$ cat config.mk
export PLATFORM = sky130hd
export DESIGN_NAME = rts_sequencer
export DESIGN_NICKNAME = d
export VERILOG_FILES = /design/src/core/rts_pkg.sv /design/src/core/rts_sequencer.sv
export SDC_FILE = /design/constraint.sdc
export NUM_CORES = 1
export LEC_CHECK = 0
export BUFFER_PORTS_ARGS = -buffer_cell sky130_fd_sc_hd__buf_2
export CORE_MARGIN = 2
export CORE_UTILIZATION = 59
export CTS_BUF_LIST = sky130_fd_sc_hd__clkbuf_16
export CTS_CLUSTER_DIAMETER = 200
export DETAILED_ROUTE_END_ITERATION = 10
export PLACE_DENSITY = 0.93
export SYNTH_ARGS = -nofsm -noshare
export SYNTH_HDL_FRONTEND = slang
export SYNTH_SLANG_ARGS = --single-unit
$ cat constraint.sdc
create_clock -name clk_in -period 4 [get_ports clk_in]
set_input_delay 0.6 -clock clk_in [delete_from_list [all_inputs] [get_ports clk_in]]
set_output_delay 0.6 -clock clk_in [all_outputs]
set_load 0.005 [all_outputs]
$ cat src/core/rts_pkg.sv
// Purpose: Shared constants and types for the reset and start-up sequencer
// Assumes: 100 MHz system clock, synchronous active-high reset
// Notes:   Register indices are word indices; byte address is index times four
package rts_pkg;

    // System clock
    localparam int CLK_FREQ_MHZ  = 100;
    localparam int CLK_PERIOD_NS = 10;

    // Power-up delay on the RC time base
    localparam int POWERUP_DELAY_MS = 72;
    localparam int RC_TIMEBASE_KHZ  = 1000;
    localparam int POWERUP_RC_TICKS = POWERUP_DELAY_MS * RC_TIMEBASE_KHZ;
    localparam int PUD_CNT_W        = 24;

    // Oscillator start-up count on the oscillator input
    localparam int OSU_OSC_CYCLES = 1024;
    localparam int OSU_CNT_W      = 10;

    // Brown-out qualification time
    localparam int BROWNOUT_QUALIFY_US     = 100;
    localparam int BROWNOUT_QUALIFY_CYCLES = BROWNOUT_QUALIFY_US * CLK_FREQ_MHZ;
    localparam int BRO_CNT_W               = 14;

    // Master-clear glitch filter, least time rounds up
    localparam int CLR_FILTER_NS     = 200;
    localparam int CLR_FILTER_CYCLES = (CLR_FILTER_NS + CLK_PERIOD_NS - 1) / CLK_PERIOD_NS;
    localparam int CLR_CNT_W         = 5;

    // Register map (word indices)
    localparam logic [13:0] REG_STATUS_IDX = 14'h0001;
    localparam logic [13:0] REG_CONFIG_IDX = 14'h2007;

    // Configuration word: programmed bit reads 0, unprogrammed reads 1
    localparam int              CFG_W          = 14;
    localparam logic [13:0]     CFG_RESET      = 14'h3FFF;
    localparam int              CFG_OSC_LSB    = 0;
    localparam int              CFG_WDOG_EN_BIT = 2;
    localparam int              CFG_PUD_EN_N    = 3;
    localparam int              CFG_BRO_EN_BIT  = 6;
    localparam logic [1:0]      OSC_MODE_LOWPWR = 2'h0;
    localparam logic [1:0]      OSC_MODE_STDXTAL = 2'h1;
    localparam logic [1:0]      OSC_MODE_HISPD  = 2'h2;
    localparam logic [1:0]      OSC_MODE_RC     = 2'h3;

    // Status register field positions
    localparam int STAT_STATE_LSB = 0;
    localparam int STAT_RESET_BIT = 5;
    localparam int STAT_HOLD_BIT  = 6;
    localparam int STAT_BRO_BIT   = 7;
    localparam int STAT_CLR_BIT   = 8;

    typedef enum logic [4:0] {
        RTS_ST_HOLD = 5'h01,
        RTS_ST_BRO  = 5'h02,
        RTS_ST_PUD  = 5'h04,
        RTS_ST_OSU  = 5'h08,
        RTS_ST_RUN  = 5'h10
    } rts_state_t;

endpackage : rts_pkg

$ cat src/core/rts_sequencer.sv
// Purpose: Reset and start-up sequencer: power-on, master clear, brown-out,
//          power-up delay on the RC time base and oscillator start-up count
// Assumes: All inputs synchronous to clk_in except rc_timebase_in and
//          osc_input_clock_in, which are sampled and edge-detected here
// Notes:   Configuration word is writable only while prog_mode_in is high
module rts_sequencer #(
    parameter int unsigned POWERUP_RC_TICKS        = rts_pkg::POWERUP_RC_TICKS,
    parameter int unsigned BROWNOUT_QUALIFY_CYCLES = rts_pkg::BROWNOUT_QUALIFY_CYCLES
) (
    // Clock and reset
    input  wire logic        clk_in,
    input  wire logic        rst_in,
    // Detector and pin inputs
    input  wire logic        por_pulse_in,
    input  wire logic        master_clear_n_in,
    input  wire logic        undervoltage_in,
    input  wire logic        watchdog_reset_in,
    input  wire logic        rc_timebase_in,
    input  wire logic        osc_input_clock_in,
    // Core interaction
    input  wire logic        sleep_in,
    input  wire logic        wake_event_in,
    input  wire logic        prog_mode_in,
    output logic             core_reset_out,
    output logic             core_hold_out,
    output logic             watchdog_enable_out,
    // Avalon-MM slave
    input  wire logic [15:0] avs_address_in,
    input  wire logic        avs_read_in,
    input  wire logic        avs_write_in,
    input  wire logic [31:0] avs_writedata_in,
    input  wire logic [3:0]  avs_byteenable_in,
    output logic [31:0]      avs_readdata_out,
    output logic             avs_waitrequest_out
);

    localparam logic [rts_pkg::PUD_CNT_W-1:0] PUD_LAST =
        rts_pkg::PUD_CNT_W'(POWERUP_RC_TICKS - 1);
    localparam logic [rts_pkg::OSU_CNT_W-1:0] OSU_LAST =
        rts_pkg::OSU_CNT_W'(rts_pkg::OSU_OSC_CYCLES - 1);
    localparam logic [rts_pkg::BRO_CNT_W-1:0] BRO_LAST =
        rts_pkg::BRO_CNT_W'(BROWNOUT_QUALIFY_CYCLES - 1);
    localparam logic [rts_pkg::CLR_CNT_W-1:0] CLR_LAST =
        rts_pkg::CLR_CNT_W'(rts_pkg::CLR_FILTER_CYCLES - 1);

    typedef struct packed {
        rts_pkg::rts_state_t               state;
        logic [rts_pkg::CFG_W-1:0]         cfg;
        logic                              start_osu;
        logic                              wake;
        logic [rts_pkg::PUD_CNT_W-1:0]     pud_cnt;
        logic [rts_pkg::OSU_CNT_W-1:0]     osu_cnt;
        logic [rts_pkg::BRO_CNT_W-1:0]     bro_cnt;
        logic                              bro_active;
        logic [rts_pkg::CLR_CNT_W-1:0]     clr_cnt;
        logic                              clr_hold;
        logic [2:0]                        rc_sync;
        logic [2:0]                        osc_sync;
        logic                              core_reset;
        logic                              core_hold;
        logic                              wait_req;
        logic [31:0]                       rdata;
    } rts_regs_t;

    rts_regs_t st_r;
    rts_regs_t st_nxt;

    function automatic logic rts_is_crystal(input logic [1:0] mode);
        return (mode == rts_pkg::OSC_MODE_LOWPWR) || (mode == rts_pkg::OSC_MODE_STDXTAL) ||
               (mode == rts_pkg::OSC_MODE_HISPD);
    endfunction : rts_is_crystal

    logic [1:0] osc_mode;
    logic       bro_en;
    logic       pud_en;
    logic       crystal;
    logic       rc_tick;
    logic       osc_tick;
    logic       uv_qual;
    logic       bus_req;
    logic       hit_cfg;
    logic       hit_status;

    assign osc_mode = st_r.cfg[rts_pkg::CFG_OSC_LSB +: 2];
    assign crystal  = rts_is_crystal(osc_mode);
    assign bro_en   = st_r.cfg[rts_pkg::CFG_BRO_EN_BIT];
    assign pud_en   = !st_r.cfg[rts_pkg::CFG_PUD_EN_N] || bro_en;
    // edges from second and third stages only
    assign rc_tick  = st_r.rc_sync[1] && !st_r.rc_sync[2];
    assign osc_tick = st_r.osc_sync[1] && !st_r.osc_sync[2];
    assign uv_qual  = bro_en && undervoltage_in;
    assign bus_req  = avs_read_in || avs_write_in;
    assign hit_cfg    = (avs_address_in[15:2] == rts_pkg::REG_CONFIG_IDX);
    assign hit_status = (avs_address_in[15:2] == rts_pkg::REG_STATUS_IDX);

    always_comb begin
        st_nxt = st_r;

        st_nxt.rc_sync  = {st_r.rc_sync[1:0], rc_timebase_in};
        st_nxt.osc_sync = {st_r.osc_sync[1:0], osc_input_clock_in};

        if (master_clear_n_in) begin
            st_nxt.clr_cnt  = '0;
            st_nxt.clr_hold = 1'b0;
        end else if (st_r.clr_cnt == CLR_LAST) begin
            st_nxt.clr_hold = 1'b1;
        end else begin
            st_nxt.clr_cnt = st_r.clr_cnt + 1'b1;
        end

        if (!uv_qual) begin
            st_nxt.bro_cnt    = '0;
            st_nxt.bro_active = 1'b0;
        end else if (st_r.bro_cnt == BRO_LAST) begin
            st_nxt.bro_active = 1'b1;
        end else begin
            st_nxt.bro_cnt = st_r.bro_cnt + 1'b1;
        end

        if (por_pulse_in) begin
            st_nxt.state     = rts_pkg::RTS_ST_HOLD;
            st_nxt.start_osu = 1'b1;
            st_nxt.wake      = 1'b0;
            st_nxt.pud_cnt   = '0;
            st_nxt.osu_cnt   = '0;
        end else if (st_r.bro_active) begin
            st_nxt.state     = rts_pkg::RTS_ST_BRO;
            st_nxt.start_osu = 1'b0;
            st_nxt.wake      = 1'b0;
            st_nxt.pud_cnt   = '0;
        end else begin
            unique case (st_r.state)
                rts_pkg::RTS_ST_HOLD: begin
                    if (pud_en) begin
                        st_nxt.state = rts_pkg::RTS_ST_PUD;
                    end else if (st_r.start_osu && crystal) begin
                        st_nxt.state = rts_pkg::RTS_ST_OSU;
                    end else begin
                        st_nxt.state = rts_pkg::RTS_ST_RUN;
                    end
                end
                rts_pkg::RTS_ST_BRO: begin
                    if (!undervoltage_in) begin
                        st_nxt.state   = rts_pkg::RTS_ST_PUD;
                        st_nxt.pud_cnt = '0;
                    end
                end
                rts_pkg::RTS_ST_PUD: begin
                    if (uv_qual) begin
                        st_nxt.state   = rts_pkg::RTS_ST_BRO;
                        st_nxt.pud_cnt = '0;
                    end else if (rc_tick) begin
                        if (st_r.pud_cnt == PUD_LAST) begin
                            if (st_r.start_osu && crystal) begin
                                st_nxt.state   = rts_pkg::RTS_ST_OSU;
                                st_nxt.osu_cnt = '0;
                            end else begin
                                st_nxt.state = rts_pkg::RTS_ST_RUN;
                            end
                        end else begin
                            st_nxt.pud_cnt = st_r.pud_cnt + 1'b1;
                        end
                    end
                end
                rts_pkg::RTS_ST_OSU: begin
                    if (osc_tick) begin
                        if (st_r.osu_cnt == OSU_LAST) begin
                            st_nxt.state = rts_pkg::RTS_ST_RUN;
                            st_nxt.wake  = 1'b0;
                        end else begin
                            st_nxt.osu_cnt = st_r.osu_cnt + 1'b1;
                        end
                    end
                end
                rts_pkg::RTS_ST_RUN: begin
                    if (sleep_in && wake_event_in && crystal) begin
                        st_nxt.state   = rts_pkg::RTS_ST_OSU;
                        st_nxt.osu_cnt = '0;
                        st_nxt.wake    = 1'b1;
                    end
                end
                default: begin
                    st_nxt.state = rts_pkg::RTS_ST_HOLD;
                end
            endcase
        end

        st_nxt.core_reset = por_pulse_in || st_r.clr_hold || st_r.bro_active ||
                            watchdog_reset_in ||
                            ((st_r.state != rts_pkg::RTS_ST_RUN) && !st_r.wake);
        st_nxt.core_hold  = (st_r.state != rts_pkg::RTS_ST_RUN);

        // Bus slave: one wait cycle, write commits on the acknowledge edge
        st_nxt.wait_req = !(bus_req && st_r.wait_req);
        if (bus_req && st_r.wait_req) begin
            st_nxt.rdata = '0;
            if (avs_read_in && hit_status) begin
                st_nxt.rdata[rts_pkg::STAT_STATE_LSB +: 5] = st_r.state;
                st_nxt.rdata[rts_pkg::STAT_RESET_BIT]      = st_r.core_reset;
                st_nxt.rdata[rts_pkg::STAT_HOLD_BIT]       = st_r.core_hold;
                st_nxt.rdata[rts_pkg::STAT_BRO_BIT]        = st_r.bro_active;
                st_nxt.rdata[rts_pkg::STAT_CLR_BIT]        = st_r.clr_hold;
            end else if (avs_read_in && hit_cfg && prog_mode_in) begin
                st_nxt.rdata[rts_pkg::CFG_W-1:0] = st_r.cfg;
            end
        end
        if (avs_write_in && !st_r.wait_req && hit_cfg && prog_mode_in) begin
            if (avs_byteenable_in[0]) begin
                st_nxt.cfg[7:0] = avs_writedata_in[7:0];
            end
            if (avs_byteenable_in[1]) begin
                st_nxt.cfg[13:8] = avs_writedata_in[13:8];
            end
        end
    end

    always_ff @(posedge clk_in) begin
        if (rst_in) begin
            st_r <= '{
                state:      rts_pkg::RTS_ST_HOLD,
                cfg:        rts_pkg::CFG_RESET,
                start_osu:  1'b1,
                wake:       1'b0,
                pud_cnt:    '0,
                osu_cnt:    '0,
                bro_cnt:    '0,
                bro_active: 1'b0,
                clr_cnt:    '0,
                clr_hold:   1'b0,
                rc_sync:    '0,
                osc_sync:   '0,
                core_reset: 1'b1,
                core_hold:  1'b1,
                wait_req:   1'b1,
                rdata:      '0
            };
        end else begin
            st_r <= st_nxt;
        end
    end

    assign core_reset_out      = st_r.core_reset;
    assign core_hold_out       = st_r.core_hold;
    assign avs_readdata_out    = st_r.rdata;
    assign avs_waitrequest_out = st_r.wait_req;
    // Watchdog enable is a config bit, so it is a flop output
    assign watchdog_enable_out = st_r.cfg[rts_pkg::CFG_WDOG_EN_BIT];
endmodule : rts_sequencer

==> results.sh <==
export IMPL_postLayoutSetupSlackWorst_ns=1.06
export IMPL_cts_htree_levels=3
export IMPL_final_cell_mix="99 x dfxtp_1, 69 x nor2_1, 60 x buf_2, 29 x nand3_1"
export IMPL_rows=33
export IMPL_core_sq_um=8180
export IMPL_yosysSeqAreaShare=0.400
export IMPL_vias_per_cell=6.14
export IMPL_r2r_slack_ns=1.06
export IMPL_synth_edf_count=0
export IMPL_hold_viol_final=0
export IMPL_synth_distinct_cells=63
export IMPL_maxSlewViolCount=0
export IMPL_ys_ff_latch=99
export IMPL_grt_busiest_layer="met2"
export IMPL_swShare=0.247
export IMPL_ctsResizeCount=0
export IMPL_diodes=0
export IMPL_use_met3=0.0498
export IMPL_start_util=0.606
export IMPL_grtUsageMet2=0.425
export IMPL_setup_viol=0
export IMPL_ios=101
export IMPL_first_pass_iters=6
export IMPL_max_cap_viol_count=0
export IMPL_grt_pass1_vias=4055
export IMPL_cts_root_buf="clkbuf_16"
export IMPL_portBuffers=60
export IMPL_hp_start="st_nxt[36]"
export IMPL_rsz0062_at_grt="false"
export IMPL_dr_total_vias=4502
export IMPL_worstReg2RegStart="st_r[113]"
export IMPL_fill_cells=636
export IMPL_grtUsageTotal=0.241
export IMPL_die_width_um=95.7
export IMPL_required_ns=4.26
export IMPL_dp_hpwl_um=7860
export IMPL_cts_sinks=99
export IMPL_leakage_uw=0.00212
export IMPL_numCtsBuffers=9
export IMPL_use_met1=0.284
export IMPL_overflow=0
export IMPL_grt_pass1_wl_um=17700
export IMPL_cp_data_arrival_time_ns=3.20
export IMPL_nets=692
export IMPL_pwr_share_comb=0.057
export IMPL_clockPowerShare=0.431
export IMPL_cp_end_kind="register"
export IMPL_tightest_slew_ns=1.03
export IMPL_vdd_drop_max_uv=208
export IMPL_drt_iter0_drc=353
export IMPL_drt_total_wl_um=11100
export IMPL_criticalPathCategory="register to register"
export IMPL_status="complete, no violations"
export IMPL_final_antenna_net_count=0
export IMPL_regArea_sq_um=1980
export IMPL_drive_above_1_share=0.150
export IMPL_clock_skew_ns=0.00911
export IMPL_cellInternalPower_uw=1490
export IMPL_final_util=0.664
export IMPL_place_ws_ns=0.945
export IMPL_cts_setup_buffers=0
export IMPL_ys_warn_count=0
export IMPL_final_cells=733
export IMPL_route_detailed_drc=0
export IMPL_synth_async_sr_flop_share=0
export IMPL_path_max_fanout=13
export IMPL_multi_input_area_sq_um=2610
export IMPL_layout_worst_path_cycle_share=0.734
export IMPL_seqPwrFrac=0.512
export IMPL_synth_main_ff_cell="dfxtp_1"
export IMPL_critPathLaunchType="register"
export IMPL_hold_class="register to register"
export IMPL_startpoint="st_r[113]"
export IMPL_die_h_um=95.7
export IMPL_max_slew_margin=0.308
export IMPL_areaGrowthSynthToFinish_pct=9.52
export IMPL_antenna_found_initial=1
export IMPL_ctsHoldBuffers=0
export IMPL_fin_crit_ns=2.94
export IMPL_gp_congestion=0.921
export IMPL_wire_per_inst_um=15.1
export IMPL_synth_cells=590
export IMPL_fmax_mhz=340
export IMPL_setup_tns_ns=0
export IMPL_die_area_sq_um=9150
export IMPL_switchingPower_uw=488
export IMPL_final_common_cell="dfxtp_1"
export IMPL_power_density_nw_per_um2=364
export IMPL_synth_avg_cell_area_sq_um=8.40
export IMPL_place_inst=717
export IMPL_grt_max_degree=43
export IMPL_clkTransAtPathRegs_ns=0.07
export IMPL_cts_buffer_depth=2
export IMPL_cts_tree="done"
export IMPL_clk_latency_ns=0.34
export IMPL_syn_area_sq_um=4960
## layer usage
metal  up-vias  part of all wire
li1       2174                 -
met1      2089              0.41
met2       221              0.49
met5         -                 0
met4         0             0.017
met3        18             0.079
## cell usage after synthesis (all sizes together) (3+ instances only)
master / count / area, sq um
a32oi: 5 / 43.8
xor2: 11 / 96.3
and2: 3 / 18.8
nand3b: 3 / 22.5
mux2i: 6 / 60.1
inv: 23 / 86.3
nand4: 10 / 62.6
and4: 3 / 26.3
a221oi: 9 / 78.8
o21a: 4 / 30.0
nor2b: 13 / 81.3
dfxtp: 99 / 1980
and3: 12 / 75.1
nand2b: 8 / 50.1
or3: 15 / 93.8
nor3: 23 / 115
a211o: 15 / 131
o21ai: 21 / 105
or4b: 4 / 43.8
nor4: 12 / 75.1
nand3: 29 / 145
a221o: 3 / 30.0
or4: 12 / 90.1
o31ai: 10 / 75.1
nor2: 69 / 259
o311a: 4 / 40.0
o211ai: 3 / 22.5
a21oi: 27 / 135
or2: 6 / 37.5
clkbuf: 22 / 82.6
buf: 36 / 265
nand2: 27 / 101
or3b: 3 / 26.3
xnor2: 6 / 52.6
o31a: 4 / 35.0
nor4b: 3 / 26.3
ha: 4 / 50.1
## final timing paths
| path | end | cells after the start |
|---|---|---|
| max | st_r[93] | 5 |
| min reg2reg | st_nxt[37] | 1 |
| min | st_nxt[37] | 1 |
| max reg2reg | st_r[93] | 5 |
## power by group through the flow
stage	combinational [uW]	sequential [uW]	clock (uW)
finish	113	1010	852
global route	126	1010	909
CTS	112	1010	866
detailed placement	110	1030	0
global placement	107	1030	0
floorplan	91.4	1030	0
## worst max-delay path: stages, from the launching register on
cell	delay, ns
dfxtp_1	0.55
or3b_1	0.40
a2111oi_2	0.57
o2111ai_1	0.56
or4_1	0.63
a21oi_1	0.14
## metrics by stage
stage                     hold slack [ns]  cell area [sq um]  power [uW]
after floorplan                     0.414               5020        1120
after global placement              0.427               5130        1140
after detailed placement            0.424               5130        1140
after CTS                           0.441               5430        1990
after global routing                0.466               5430        2050
final                               0.436               5430        1980
## sequential cells by signal, indices dropped and copies added, names as in the netlist
register and cells:
bro_en 1, core_hold_out 1, avs_readdata_out 14, st_r 74, avs_waitrequest_out 1, osc_mode 2, st_nxt 4, watchdog_enable_out 1
core_reset_out 1
## final cells by class
type | count | area share
Tap cell | 105 | 0.0242
Inverter | 23 | 0.0159
Sequential cell | 99 | 0.365
Multi-Input combinational cell | 427 | 0.480
Clock inverter | 7 | 0.0141
Clock buffer | 9 | 0.0415
Timing Repair Buffer | 63 | 0.0595
## cells by family after synthesis
logic type,Yosys count,share of synthesized area
adder cells (fa/ha/maj),4,0.0101
other,1,0.000756
XOR/XNOR,17,0.0300
AND/OR/NAND/NOR,259,0.279
flip-flops,99,0.400
AO/OA/AOI/OAI,122,0.178
buffers and inverters,81,0.0876
multiplexers,7,0.0151
Power figures use the tool's default switching activity.
